### config.mk
export PLATFORM = sky130hd
export DESIGN_NAME = elsr_record
export DESIGN_NICKNAME = d
export VERILOG_FILES = /design/src/rtl/elsr_pkg.sv /design/src/rtl/elsr_record.sv /design/src/rtl/elsr_countdown.sv
export SDC_FILE = /design/constraint.sdc
export NUM_CORES = 1
export LEC_CHECK = 0
export BUFFER_PORTS_ARGS = -buffer_cell sky130_fd_sc_hd__buf_2
export CAP_MARGIN = 20
export CORE_MARGIN = 2
export CORE_UTILIZATION = 57
export DETAILED_ROUTE_END_ITERATION = 10
export PLACE_DENSITY = 0.8
export SYNTH_ARGS = -nofsm -noshare
export SYNTH_HDL_FRONTEND = slang
export SYNTH_SLANG_ARGS = --single-unit
### constraint.sdc
create_clock -name i_clk -period 3 [get_ports i_clk]
set_input_delay 0.45 -clock i_clk [delete_from_list [all_inputs] [get_ports i_clk]]
set_output_delay 0.45 -clock i_clk [all_outputs]
set_load 0.005 [all_outputs]
### src/rtl/elsr_pkg.sv
/*
  Constants for the error location syndrome record: field positions, source
  and unit codes, register identifiers, reset values and fault control bits.
  Assumes it is compiled before every other file of the block.
*/
`default_nettype none

package elsr_pkg;

  // Location field positions in the syndrome register
  localparam int IDX_LSB = 6;
  localparam int IDX_MSB = 18;
  localparam int IDX_W = 13;
  localparam int ARR_LSB = 4;
  localparam int ARR_MSB = 5;
  localparam int UNIT_LSB = 0;
  localparam int UNIT_MSB = 3;
  localparam int HI_LSB = 32;
  localparam int TQ_UNUSED_BITS = 8;

  // Unit codes, one-hot
  localparam logic [3:0] UNIT_L1I = 4'h1;
  localparam logic [3:0] UNIT_L1D = 4'h4;
  localparam logic [3:0] UNIT_L2 = 4'h8;

  // Array codes per unit
  localparam logic [1:0] L2_ARR_TAG = 2'h0;
  localparam logic [1:0] L2_ARR_DATA = 2'h1;
  localparam logic [1:0] L2_ARR_TQ = 2'h2;
  localparam logic [1:0] L2_ARR_CHI = 2'h3;
  localparam logic [1:0] L1D_ARR_TAG0 = 2'h0;
  localparam logic [1:0] L1D_ARR_TAG1 = 2'h1;
  localparam logic [1:0] L1D_ARR_DATA = 2'h2;
  localparam logic [1:0] L1D_ARR_TAG2 = 2'h3;
  localparam logic [1:0] L1I_ARR_TAG = 2'h0;
  localparam logic [1:0] L1I_ARR_DATA = 2'h1;
  localparam logic [1:0] L1I_ARR_MOP = 2'h2;

  // Failing-array flags for the instruction side, one bit per array
  localparam int L1I_FAIL_TAG = 0;
  localparam int L1I_FAIL_DATA = 1;
  localparam int L1I_FAIL_MOP = 2;

  // Detecting unit as presented on the capture port
  typedef enum logic [1:0] {
    ELSR_SRC_L1I,
    ELSR_SRC_L1D,
    ELSR_SRC_L2
  } elsr_src_e;

  // System register identifiers
  typedef enum logic [2:0] {
    ELSR_ID_SELECTOR,
    ELSR_ID_SYN_VIEW,
    ELSR_ID_SPARE_VIEW,
    ELSR_ID_CDN_VIEW,
    ELSR_ID_CTL_VIEW
  } elsr_id_e;

  localparam int SEL_W = 16;
  localparam logic [15:0] SEL_THIS_RECORD = 16'h0000;

  // Reset values
  localparam logic [63:0] SYN_RESET = 64'h0000_0000_0000_0000;
  localparam logic [31:0] CTL_RESET = 32'h0000_0000;
  localparam logic [31:0] CDN_RESET = 32'h0000_0000;
  localparam logic [15:0] SEL_RESET = 16'h0000;

  // Fault control bits
  localparam int CTL_COUNTDOWN_ENABLE = 31;
  localparam int CTL_RESTART = 30;
  localparam int CTL_UC = 1;
  localparam int CTL_UEU = 2;
  localparam int CTL_UER = 3;
  localparam int CTL_UEO = 4;
  localparam int CTL_DE = 5;
  localparam int CTL_CE_LSB = 6;
  localparam logic [31:0] CTL_WMASK = 32'hc000_1fff;

  // Injected error kind
  typedef enum logic [2:0] {
    ELSR_INJ_NONE,
    ELSR_INJ_UC,
    ELSR_INJ_UEU,
    ELSR_INJ_UER,
    ELSR_INJ_UEO,
    ELSR_INJ_DE,
    ELSR_INJ_CE
  } elsr_inj_e;

endpackage

`default_nettype wire

### src/rtl/elsr_record.sv
/*
  Error location syndrome record with its selected-record register view,
  the spare register and the pseudo-fault countdown and control registers.
  Assumes capture events and register accesses arrive on i_clk.
*/
// Summary of operation
// Index field holds failing set index
// Level-2 data index masked by cache size
// Queue errors record entry, top eight zero
// Level-2 array codes tag, data, queue, slave
// Level-1 data array codes three tags, data
// Instruction array codes; data array preferred
// Unit field one-hot detecting unit code
// Reset clears upper thirty-two syndrome bits
// Selector zero exposes record through view
// Spare register reads zero, ignores writes
// Countdown injects an enabled error kind
// Countdown enable loads and starts counter
// Unit, array, index updated in one cycle
`default_nettype none

module elsr_record #(
  parameter int L2_SIZE_LOG2 = 2
) (
  // Clock and reset
  input wire logic i_clk,
  input wire logic i_srst,
  // Error capture
  input wire logic i_err_valid,
  input wire elsr_pkg::elsr_src_e i_err_src,
  input wire logic [1:0] i_err_array,
  input wire logic [2:0] i_err_l1i_fail,
  input wire logic [12:0] i_err_index,
  // System register access
  input wire logic i_sreg_rd,
  input wire logic i_sreg_wr,
  input wire elsr_pkg::elsr_id_e i_sreg_id,
  input wire logic [63:0] i_sreg_wdata,
  output logic [63:0] o_sreg_rdata,
  output logic o_sreg_rvalid,
  // Fault injection
  output logic o_inject,
  output elsr_pkg::elsr_inj_e o_inject_kind,
  output logic o_countdown_running
);

  typedef struct packed {
    logic [15:0] selector;
    logic [63:0] syndrome;
    logic [31:0] cdn;
    logic [31:0] ctl;
    logic [63:0] rdata;
    logic rvalid;
  } elsr_state_s;

  elsr_state_s st_reg;
  elsr_state_s st_next;
  logic [12:0] l2_data_mask;
  logic [12:0] loc_index;
  logic [1:0] loc_array;
  logic [3:0] loc_unit;
  logic view_on;
  logic ctl_wr;
  logic [31:0] ctl_wdata;
  logic [31:0] cnt_value;

  ////////////////////////////////////////////////////////////////////////////
  // Index bits kept for level-2 data errors
  genvar b;
  generate
    for (b = 0; b < elsr_pkg::IDX_W; b++) begin : g_mask
      assign l2_data_mask[b] = (b <= L2_SIZE_LOG2 + 2);
    end
  endgenerate

  ////////////////////////////////////////////////////////////////////////////
  // Location fields formatted per detecting unit
  always_comb begin
    loc_index = i_err_index;
    loc_array = i_err_array;
    loc_unit = elsr_pkg::UNIT_L2;
    case (i_err_src)
      elsr_pkg::ELSR_SRC_L1I: begin
        loc_unit = elsr_pkg::UNIT_L1I;
        // Data array reported first when several fail together
        if (i_err_l1i_fail[elsr_pkg::L1I_FAIL_DATA]) begin
          loc_array = elsr_pkg::L1I_ARR_DATA;
        end else if (i_err_l1i_fail[elsr_pkg::L1I_FAIL_TAG]) begin
          loc_array = elsr_pkg::L1I_ARR_TAG;
        end else begin
          loc_array = elsr_pkg::L1I_ARR_MOP;
        end
      end
      elsr_pkg::ELSR_SRC_L1D: begin
        loc_unit = elsr_pkg::UNIT_L1D;
        loc_array = i_err_array;
      end
      elsr_pkg::ELSR_SRC_L2: begin
        loc_unit = elsr_pkg::UNIT_L2;
        loc_array = i_err_array;
        case (i_err_array)
          elsr_pkg::L2_ARR_DATA: loc_index = i_err_index & l2_data_mask;
          elsr_pkg::L2_ARR_TQ: begin
            loc_index = {{elsr_pkg::TQ_UNUSED_BITS{1'b0}},
                         i_err_index[elsr_pkg::IDX_W-elsr_pkg::TQ_UNUSED_BITS-1:0]};
          end
          elsr_pkg::L2_ARR_CHI: loc_index = 13'h0000;
          default: loc_index = i_err_index;
        endcase
      end
      default: begin
        loc_unit = elsr_pkg::UNIT_L2;
      end
    endcase
  end

  ////////////////////////////////////////////////////////////////////////////
  // Register access and capture
  assign view_on = (st_reg.selector == elsr_pkg::SEL_THIS_RECORD);
  assign ctl_wr = i_sreg_wr && view_on && (i_sreg_id == elsr_pkg::ELSR_ID_CTL_VIEW);
  assign ctl_wdata = i_sreg_wdata[31:0] & elsr_pkg::CTL_WMASK;

  always_comb begin
    st_next = st_reg;
    st_next.rvalid = i_sreg_rd;
    if (i_sreg_wr) begin
      case (i_sreg_id)
        elsr_pkg::ELSR_ID_SELECTOR: st_next.selector = i_sreg_wdata[15:0];
        elsr_pkg::ELSR_ID_SYN_VIEW: begin
          if (view_on) begin
            st_next.syndrome = i_sreg_wdata;
          end
        end
        elsr_pkg::ELSR_ID_CDN_VIEW: begin
          if (view_on) begin
            st_next.cdn = i_sreg_wdata[31:0];
          end
        end
        elsr_pkg::ELSR_ID_CTL_VIEW: begin
          if (view_on) begin
            st_next.ctl = ctl_wdata;
          end
        end
        default: st_next.selector = st_reg.selector;
      endcase
    end
    // Capture beats a same-cycle software write on the location fields
    if (i_err_valid) begin
      st_next.syndrome[elsr_pkg::IDX_MSB:elsr_pkg::IDX_LSB] = loc_index;
      st_next.syndrome[elsr_pkg::ARR_MSB:elsr_pkg::ARR_LSB] = loc_array;
      st_next.syndrome[elsr_pkg::UNIT_MSB:elsr_pkg::UNIT_LSB] = loc_unit;
    end
    if (i_sreg_rd) begin
      st_next.rdata = 64'h0000_0000_0000_0000;
      case (i_sreg_id)
        elsr_pkg::ELSR_ID_SELECTOR: st_next.rdata = {48'h0, st_reg.selector};
        elsr_pkg::ELSR_ID_SYN_VIEW: begin
          if (view_on) begin
            st_next.rdata = st_reg.syndrome;
          end
        end
        elsr_pkg::ELSR_ID_CDN_VIEW: begin
          if (view_on) begin
            st_next.rdata = {32'h0, st_reg.cdn};
          end
        end
        elsr_pkg::ELSR_ID_CTL_VIEW: begin
          if (view_on) begin
            st_next.rdata = {32'h0, st_reg.ctl};
          end
        end
        default: st_next.rdata = 64'h0000_0000_0000_0000;
      endcase
    end
  end

  always_ff @(posedge i_clk) begin
    if (i_srst) begin
      st_reg.selector <= elsr_pkg::SEL_RESET;
      // Low half is undefined after reset; zero is one legal value
      st_reg.syndrome <= elsr_pkg::SYN_RESET;
      st_reg.cdn <= elsr_pkg::CDN_RESET;
      st_reg.ctl <= elsr_pkg::CTL_RESET;
      st_reg.rdata <= 64'h0000_0000_0000_0000;
      st_reg.rvalid <= 1'b0;
    end else begin
      st_reg <= st_next;
    end
  end

  ////////////////////////////////////////////////////////////////////////////
  // Error generation counter
  // Countdown value written in the same cycle is taken for the reload at zero
  assign cnt_value = (i_sreg_wr && view_on && (i_sreg_id == elsr_pkg::ELSR_ID_CDN_VIEW)) ?
                     i_sreg_wdata[31:0] : st_reg.cdn;

  elsr_countdown #(
    .CNT_W(32)
  ) u_countdown (
    .i_clk(i_clk),
    .i_srst(i_srst),
    .i_load(ctl_wr && ctl_wdata[elsr_pkg::CTL_COUNTDOWN_ENABLE]),
    .i_stop(ctl_wr && !ctl_wdata[elsr_pkg::CTL_COUNTDOWN_ENABLE]),
    .i_value(cnt_value),
    .i_restart(st_reg.ctl[elsr_pkg::CTL_RESTART]),
    .i_ctl(st_reg.ctl),
    .o_inject(o_inject),
    .o_kind(o_inject_kind),
    .o_running(o_countdown_running),
    .o_count()
  );

  assign o_sreg_rdata = st_reg.rdata;
  assign o_sreg_rvalid = st_reg.rvalid;

endmodule

`default_nettype wire

### src/rtl/elsr_countdown.sv
/*
  Error generation counter: loads the countdown value, counts down and fires
  one injection of an enabled error kind at zero, then reloads or stops.
  Assumes load and stop come from the register logic on the same clock.
*/
`default_nettype none

module elsr_countdown #(
  parameter int CNT_W = 32
) (
  // Clock and reset
  input wire logic i_clk,
  input wire logic i_srst,
  // Control
  input wire logic i_load,
  input wire logic i_stop,
  input wire logic [CNT_W-1:0] i_value,
  input wire logic i_restart,
  input wire logic [31:0] i_ctl,
  // Injection
  output logic o_inject,
  output elsr_pkg::elsr_inj_e o_kind,
  output logic o_running,
  output logic [CNT_W-1:0] o_count
);

  typedef struct packed {
    logic running;
    logic [CNT_W-1:0] count;
    logic inject;
    elsr_pkg::elsr_inj_e kind;
  } elsr_cnt_s;

  elsr_cnt_s st_reg;
  elsr_cnt_s st_next;
  elsr_pkg::elsr_inj_e pick;

  ////////////////////////////////////////////////////////////////////////////
  // Fixed priority, most severe enabled kind wins
  always_comb begin
    pick = elsr_pkg::ELSR_INJ_NONE;
    if (i_ctl[elsr_pkg::CTL_UC]) begin
      pick = elsr_pkg::ELSR_INJ_UC;
    end else if (i_ctl[elsr_pkg::CTL_UEU]) begin
      pick = elsr_pkg::ELSR_INJ_UEU;
    end else if (i_ctl[elsr_pkg::CTL_UER]) begin
      pick = elsr_pkg::ELSR_INJ_UER;
    end else if (i_ctl[elsr_pkg::CTL_UEO]) begin
      pick = elsr_pkg::ELSR_INJ_UEO;
    end else if (i_ctl[elsr_pkg::CTL_DE]) begin
      pick = elsr_pkg::ELSR_INJ_DE;
    end else if (i_ctl[elsr_pkg::CTL_CE_LSB+1 -: 2] != 2'h0) begin
      pick = elsr_pkg::ELSR_INJ_CE;
    end
  end

  always_comb begin
    st_next = st_reg;
    st_next.inject = 1'b0;
    st_next.kind = elsr_pkg::ELSR_INJ_NONE;
    if (i_load) begin
      st_next.running = 1'b1;
      st_next.count = i_value;
    end else if (i_stop) begin
      st_next.running = 1'b0;
    end else if (st_reg.running) begin
      if (st_reg.count == '0) begin
        // Nothing fires when no kind is enabled
        st_next.inject = (pick != elsr_pkg::ELSR_INJ_NONE);
        st_next.kind = pick;
        st_next.running = i_restart;
        st_next.count = i_value;
      end else begin
        st_next.count = st_reg.count - 1'b1;
      end
    end
  end

  always_ff @(posedge i_clk) begin
    if (i_srst) begin
      st_reg <= '0;
    end else begin
      st_reg <= st_next;
    end
  end

  assign o_inject = st_reg.inject;
  assign o_kind = st_reg.kind;
  assign o_running = st_reg.running;
  assign o_count = st_reg.count;

endmodule

`default_nettype wire

==> metrics.md, run 1 <==
| Metric | Value |
|---|---|
| Total CTS buffers | `24` |
| Synth Instances | `~1.3k` |
| Setup Buffers After CTS | `0` |
| Period utilisation layout | `90.1%` |
| Post-Syn Nets | `between 1k and 1.5k` |
| Initial antenna violation count | `2` |
| Commonest non-fill, non-tap cell in the layout | `nand2_1` |
| Total gr overflow | `0` |
| Die footprint | `18900 um2` |
| Max FO, Critical Path | `9` |
| Initial Util | `58.4%` |
| Synth Cell Area | `between 10000 and 15000 um2` |
| Top cell type's share of synthesized area | `45.2%` |
| Met1 wire length | `11900 um` |
| Clk Latency, worst-skew pair | `0.52 ns` |
| IO Pins | `162` |
| WP data arrival | `3.11 ns` |
| Vias post-DR | `around 9.4k` |
| Total Wirelength | `28000 um` |
| Vias per cell | `approximately 6.0` |
| Distinct cells, synth | `52` |
| Die Wd | `137 um` |
| Register Area | `around 4600 um2` |
| Total of max-cap violations | `0` |
| Area post-placement | `10700 um2` |
| Slew HR | `26.6%` |
| Most frequent cells in the layout | `245 x nand2_1, 229 x dfxtp_1, 159 x buf_2` |
| Final setup violation count | `0` |
| Max reg flops | `127` |
| Outcome | `finished clean` |
| Highest metal used | `met5` |
| Core box area | `~17000 um2` |
| IO buf count | `160` |
| Clk_skew | `0.0159 ns` |
| Top_reg_cell synth | `dfxtp_1` |
| Worst R2R Start | `u_countdown.o_count[4]` |
| Fin crit period | `2.70 ns` |
| Delay-heaviest family, CP | `simple AND/OR/NAND/NOR gates` |
| H-tree levels | `1` |
| Area added between synthesis and finish | `13.5%` |
| Worst VDD drop | `0.482 mV` |
| Static Leakage | `between 0.004 and 0.005 uW` |
| Slew Limit Fails | `0` |
| Area of the multi-input gates | `4670 um2` |
| # nets final | `1421` |
| Placer Congestion | `0.941` |
| Pwr dens | `~590 nW/um2` |
| Final setup TNS | `0 ns` |
| Final Hold Fails | `0` |
| RSZ-0062 raised after global routing | `no` |
| Seq/Total Area, Yosys | `45.2%` |
| Synth Register Bits | `229` |
| First-pass GRT wire length | `approximately 43000 um` |
| EDFF count, synth | `0` |
| Worst EP required | `3.40 ns` |
| CP Buf/Inv Count | `0` |
| CTS tree | `built` |
| Largest net degree at the start of global routing | `85` |
| Crit path cell chain | `or4_1, or3_1, or2_0, nor3_1, xnor2_1, nor3_1, a311o_1` |
| Syn Area/Cell | `about 8 um2` |
| Crit. End Element | `register` |
| DR iter-0 viols | `901` |
| CP max stage delay | `just over 0.6 ns` |
| Critical path type | `register to register` |
| Drc violations | `0` |
| Detail Route met2 WL | `13100 um` |
| Top cells by area, synth | `dfxtp_1 45%, nand2_1 9.1%, a21oi_1 6.8%, buf_4 5.0%, nor2_1 4.1%` |
| Most frequent CP cell | `nor3_1` |
| Worst path slowest cell | `or4_1` |
| GRT Overall Usage | `28.5%` |
| Die Height | `137 um` |
| Ys Warns | `0` |
| Post-synth top area cell | `dfxtp_1` |
| CP Launch Type | `register` |
| Origin of the worst setup path | `u_countdown.o_count[4]` |
| Post-route ant nets | `0` |
| CTS Sinks | `approximately 230` |
| Least-Margin Pin Slew | `1.10 ns` |
| DR WL/cell | `17.8 um` |
| Met3 wire length | `2150 um` |
| Share of cells above drive strength 1 | `around 19%` |
| Vias in the first global route | `8605` |
| Filler cell count | `1485` |
| Post-Layout Inst Area | `11500 um2` |
| Root Driver | `clkbuf_16` |
| Drt pass-1 iters | `5` |
| CTS Buffer Depth | `3` |
| Worst hold start | `i_sreg_wdata[46]` |
| Clk pin slew, worst setup/hold paths | `about 0.060 ns` |
| Post-DP HPWL | `~19000 um` |
| PostCTS Resize Cnt | `0` |
| Fmax | `about 370 MHz` |
| Core Rows | `48` |
| Hold Crit Class | `primary input to register` |
| CTS Hold Buffers Added | `0` |
| Async S/R FF share, synth | `0%` |
final timing paths:
kind	endpoint	slack, ns	cells after the start
setup reg to reg	u_countdown.o_count[27]	0.30	7
hold reg to reg	st_reg[179]	0.45	2
setup / recovery	u_countdown.o_count[27]	0.30	7
hold / removal	st_reg[175]	0.17	3
synthesized netlist by cell type, drive strengths merged, types with 6 or more instances:
cell / count
nor4: 17
and2: 6
nor3: 50
o31ai: 8
or3: 17
a31oi: 14
buf: 82
mux2i: 35
nand3: 44
inv: 9
a221oi: 13
a22oi: 47
dfxtp: 229
a21oi: 137
nand2: 245
clkbuf: 78
mux2: 14
or4: 6
nor2: 110
o21ai: 41
metal layers:
layer	GRT usage, %	vias up
met3	4.23	57
met5	0	-
met4	9.45	2
met1	38.2	4456
met2	47.2	415
li1	-	4466
cell type report:
type | instances | area share [%]
diodes | 2 | 0.0435
clock buffers | 35 | 6.19
clock inverters | 8 | 1.12
inverters | 9 | 0.294
multi-input cells | 868 | 40.6
flip-flops and latches | 229 | 39.9
well taps | 225 | 2.45
repair buffers | 194 | 9.45
logic make-up (layout without fill, tap and decap cells):
logic type	Yosys count	after routing	share of synthesized area, %
AOI/OAI and AO/OA	290	290	17.4
xor gates and xnor gates	5	5	0.432
adders and majority gates	3	3	0.371
buffers and inverters	169	246	8.89
DFF	229	229	45.2
muxes	49	49	5.01
other	0	2	0
and+or+nand+nor	521	521	22.7
worst register-to-register path, cell delays in order (launching register included):
cell,delay [ns]
dfxtp_1,0.36
or4_1,0.62
or3_1,0.41
or2_0,0.43
nor3_1,0.26
xnor2_1,0.17
nor3_1,0.08
a311o_1,0.28
report_power, final:
group / switching [uW] / internal, uW
clock network: 1210 / 1900
logic: 351 / 181
registers: 32.3 / 3090
total: 1590 / 5180
stage by stage:
stage / setup WS (ns) / cells / utilization (%) / total power (uW) / hold slack (ns)
3_3_place_gp: 0.393 / 1525 / 61.4 / 3700 / 0.435
3_5_place_dp: 0.329 / 1525 / 61.4 / 3710 / 0.442
5_1_grt: 0.185 / 1569 / 66.3 / 6970 / 0.173
2_1_floorplan: 0.630 / 1266 / - / 3500 / 0.429
6_report: 0.298 / 1570 / 66.3 / 6770 / 0.170
4_1_cts: 0.321 / 1568 / 66.2 / 6790 / 0.163
Power figures use the tool's default switching activity.
==> run 2: changes to the inputs <==
--- a/config.mk
+++ b/config.mk
@@ -8,9 +8,9 @@
 export BUFFER_PORTS_ARGS = -buffer_cell sky130_fd_sc_hd__buf_2
 export CAP_MARGIN = 20
 export CORE_MARGIN = 2
-export CORE_UTILIZATION = 57
+export CORE_UTILIZATION = 49
 export DETAILED_ROUTE_END_ITERATION = 10
-export PLACE_DENSITY = 0.8
+export PLACE_DENSITY = 0.71
 export SYNTH_ARGS = -nofsm -noshare
 export SYNTH_HDL_FRONTEND = slang
 export SYNTH_SLANG_ARGS = --single-unit
==> run 2 against run 1 <==
Net effect: highest routed layer is now met4; critical path type unchanged; critical endpoint unchanged; critical path depth stayed put; sequential share of layout area is 0.47 points lower; core utilization is 8.7 points lower; via count is 2.9% lower.
==> metrics.md, run 2 (synthesized netlist as in run 1, its figures left out) <==
| Metric | Value |
|---|---|
| Outcome | `finished clean` |
| Final setup violation count | `0` |
| Slew Limit Fails | `0` |
| Core box area | `20200 um2` |
| PostCTS Resize Cnt | `0` |
| Flop pwr share | `44.7%` |
| IO Pins | `162` |
| Least-Margin Pin Slew | `about 0.85 ns` |
| DR iter-0 viols | `700` |
| Die footprint | `21800 um2` |
| Drc violations | `0` |
| Gate power share | `7.6%` |
| Worst hold margin | `~0.16 ns` |
| Pwr dens | `600 nW/um2` |
| Critical path type | `register to register` |
| Post-route ant nets | `0` |
| Fmax | `379 MHz` |
| Register Area | `4580 um2` |
| Hold Crit Class | `primary input to register` |
| Vias post-DR | `9128` |
| Worst VDD drop | `0.365 mV` |
| Die Height | `148 um` |
| Static Leakage | `0.00469 uW` |
| Core Rows | `52` |
| Area of the multi-input gates | `roughly 4700 um2` |
| Gr busiest metal | `met2` |
| Met1 Resource Use GR | `34.1%` |
| Commonest non-fill, non-tap cell in the layout | `nand2_1` |
| WP data arrival | `between 3 and 4 ns` |
| Initial antenna violation count | `0` |
| Period utilisation layout | `87.9%` |
| Max reg flops | `127` |
| Initial Util | `50.1%` |
| Met3 usage | `3.49%` |
| Post-DP HPWL | `18900 um` |
| IO buf count | `160` |
| First-pass GRT wire length | `44300 um` |
| Max FO, Critical Path | `9` |
| CTS Hold Buffers Added | `0` |
| Vias per cell | `5.65` |
| Internal power | `5340 uW` |
| CTS tree | `built` |
| Met2 usage | `39.7%` |
| Slew HR | `a little over two fifths` |
| RSZ-0062 raised after global routing | `no` |
| Final Hold Fails | `0` |
| Die Wd | `148 um` |
| GRT Overall Usage | `between 20% and 30%` |
| Total CTS buffers | `24` |
| Total gr overflow | `0` |
| Vias in the first global route | `8537` |
| CTS Buffer Depth | `3` |
| Share of cells above drive strength 1 | `19.7%` |
| Clk_skew | `0.0232 ns` |
| Crit path cell chain | `or4_1, or3_1, or2_0, nor3_1, xnor2_1, nor3_1, a311o_1` |
| Largest net degree at the start of global routing | `76` |
| Most frequent CP cell | `nor3_1` |
| Psw | `1650 uW` |
| Filler cell count | `1819` |
| Worst EP required | `between 3 and 4 ns` |
| Delay-heaviest family, CP | `simple AND/OR/NAND/NOR gates` |
| Drt pass-1 iters | `7` |
| Fin crit period | `2.64 ns` |
| Sw Share | `23.6%` |
| # nets final | `~1.4k` |
| Clk pin slew, worst setup/hold paths | `0.07 ns` |
| Clk Latency, worst-skew pair | `0.53 ns` |
| Worst path slowest cell | `or4_1` |
| CP max stage delay | `0.62 ns` |
| Placer Congestion | `0.892` |
| CP Launch Type | `register` |
| DR WL/cell | `17.3 um` |
| H-tree levels | `1` |
| Total Wirelength | `28000 um` |
| Area added between synthesis and finish | `14.9%` |
| CP Buf/Inv Count | `0` |
| Setup Buffers After CTS | `0` |
| CTS Sinks | `229` |
| Total of max-cap violations | `0` |
| Root Driver | `clkbuf_16` |
| Final setup TNS | `0 ns` |
| Crit. End Element | `register` |
| Most frequent cells in the layout | `245 x nand2_1, 229 x dfxtp_1, 159 x buf_2` |
| Clock Power Share | `47.7%` |
[run 2: layout make-up]
cell class	count	share of cell area, %
multi-input cells	868	40.1
flip-flops and latches	229	39.4
repair buffers	196	9.58
clock buffers	29	5.58
well taps	270	2.90
clock inverters	15	2.13
inverters	9	0.290
diodes	1	0.0215
[run 2: worst paths after layout]
| check | cells after the start | end | start | slack [ns] |
|---|---|---|---|---|
| max | 7 | u_countdown.o_count[27] | u_countdown.o_count[4] | 0.36 |
| min | 3 | st_reg[185] | i_sreg_wdata[56] | 0.16 |
| max reg2reg | 7 | u_countdown.o_count[27] | u_countdown.o_count[4] | 0.36 |
| min reg2reg | 2 | st_reg[65] | st_reg[65] | 0.45 |
[run 2: metrics by stage]
step	utilization (%)	instances	area [um2]	worst slack, ns	total power (uW)
5_1_grt	57.5	1616	11600	0.234	7210
2_1_floorplan	-	1266	10100	0.630	3500
3_5_place_dp	53.1	1572	10700	0.392	3720
6_report	57.5	1617	11600	0.364	6990
3_3_place_gp	53.0	1571	10700	0.401	3710
4_1_cts	57.5	1616	11600	0.383	7020
[run 2: routing by layer]
layer | vias up | share of wire, %
met3 | 60 | 6.0
met1 | 4286 | 45
met2 | 309 | 45
met5 | - | 0
li1 | 4473 | -
met4 | 0 | 3.3
[run 2: power groups by stage]
stage	Sequential (uW)	Clock (uW)	Combinational (uW)
3_5_place_dp	3190	0	523
3_3_place_gp	3190	0	517
6_report	3130	3330	530
4_1_cts	3120	3370	526
2_1_floorplan	3180	0	319
5_1_grt	3130	3500	577
[run 2: worst register-to-register path, delay by kind of cell (launching register included)]
kind / cells / cell delay, ns
AOI/OAI and AO/OA: 1 / 0.29
and+or+nand+nor: 5 / 1.74
DFF: 1 / 0.36
xor gates and xnor gates: 1 / 0.14
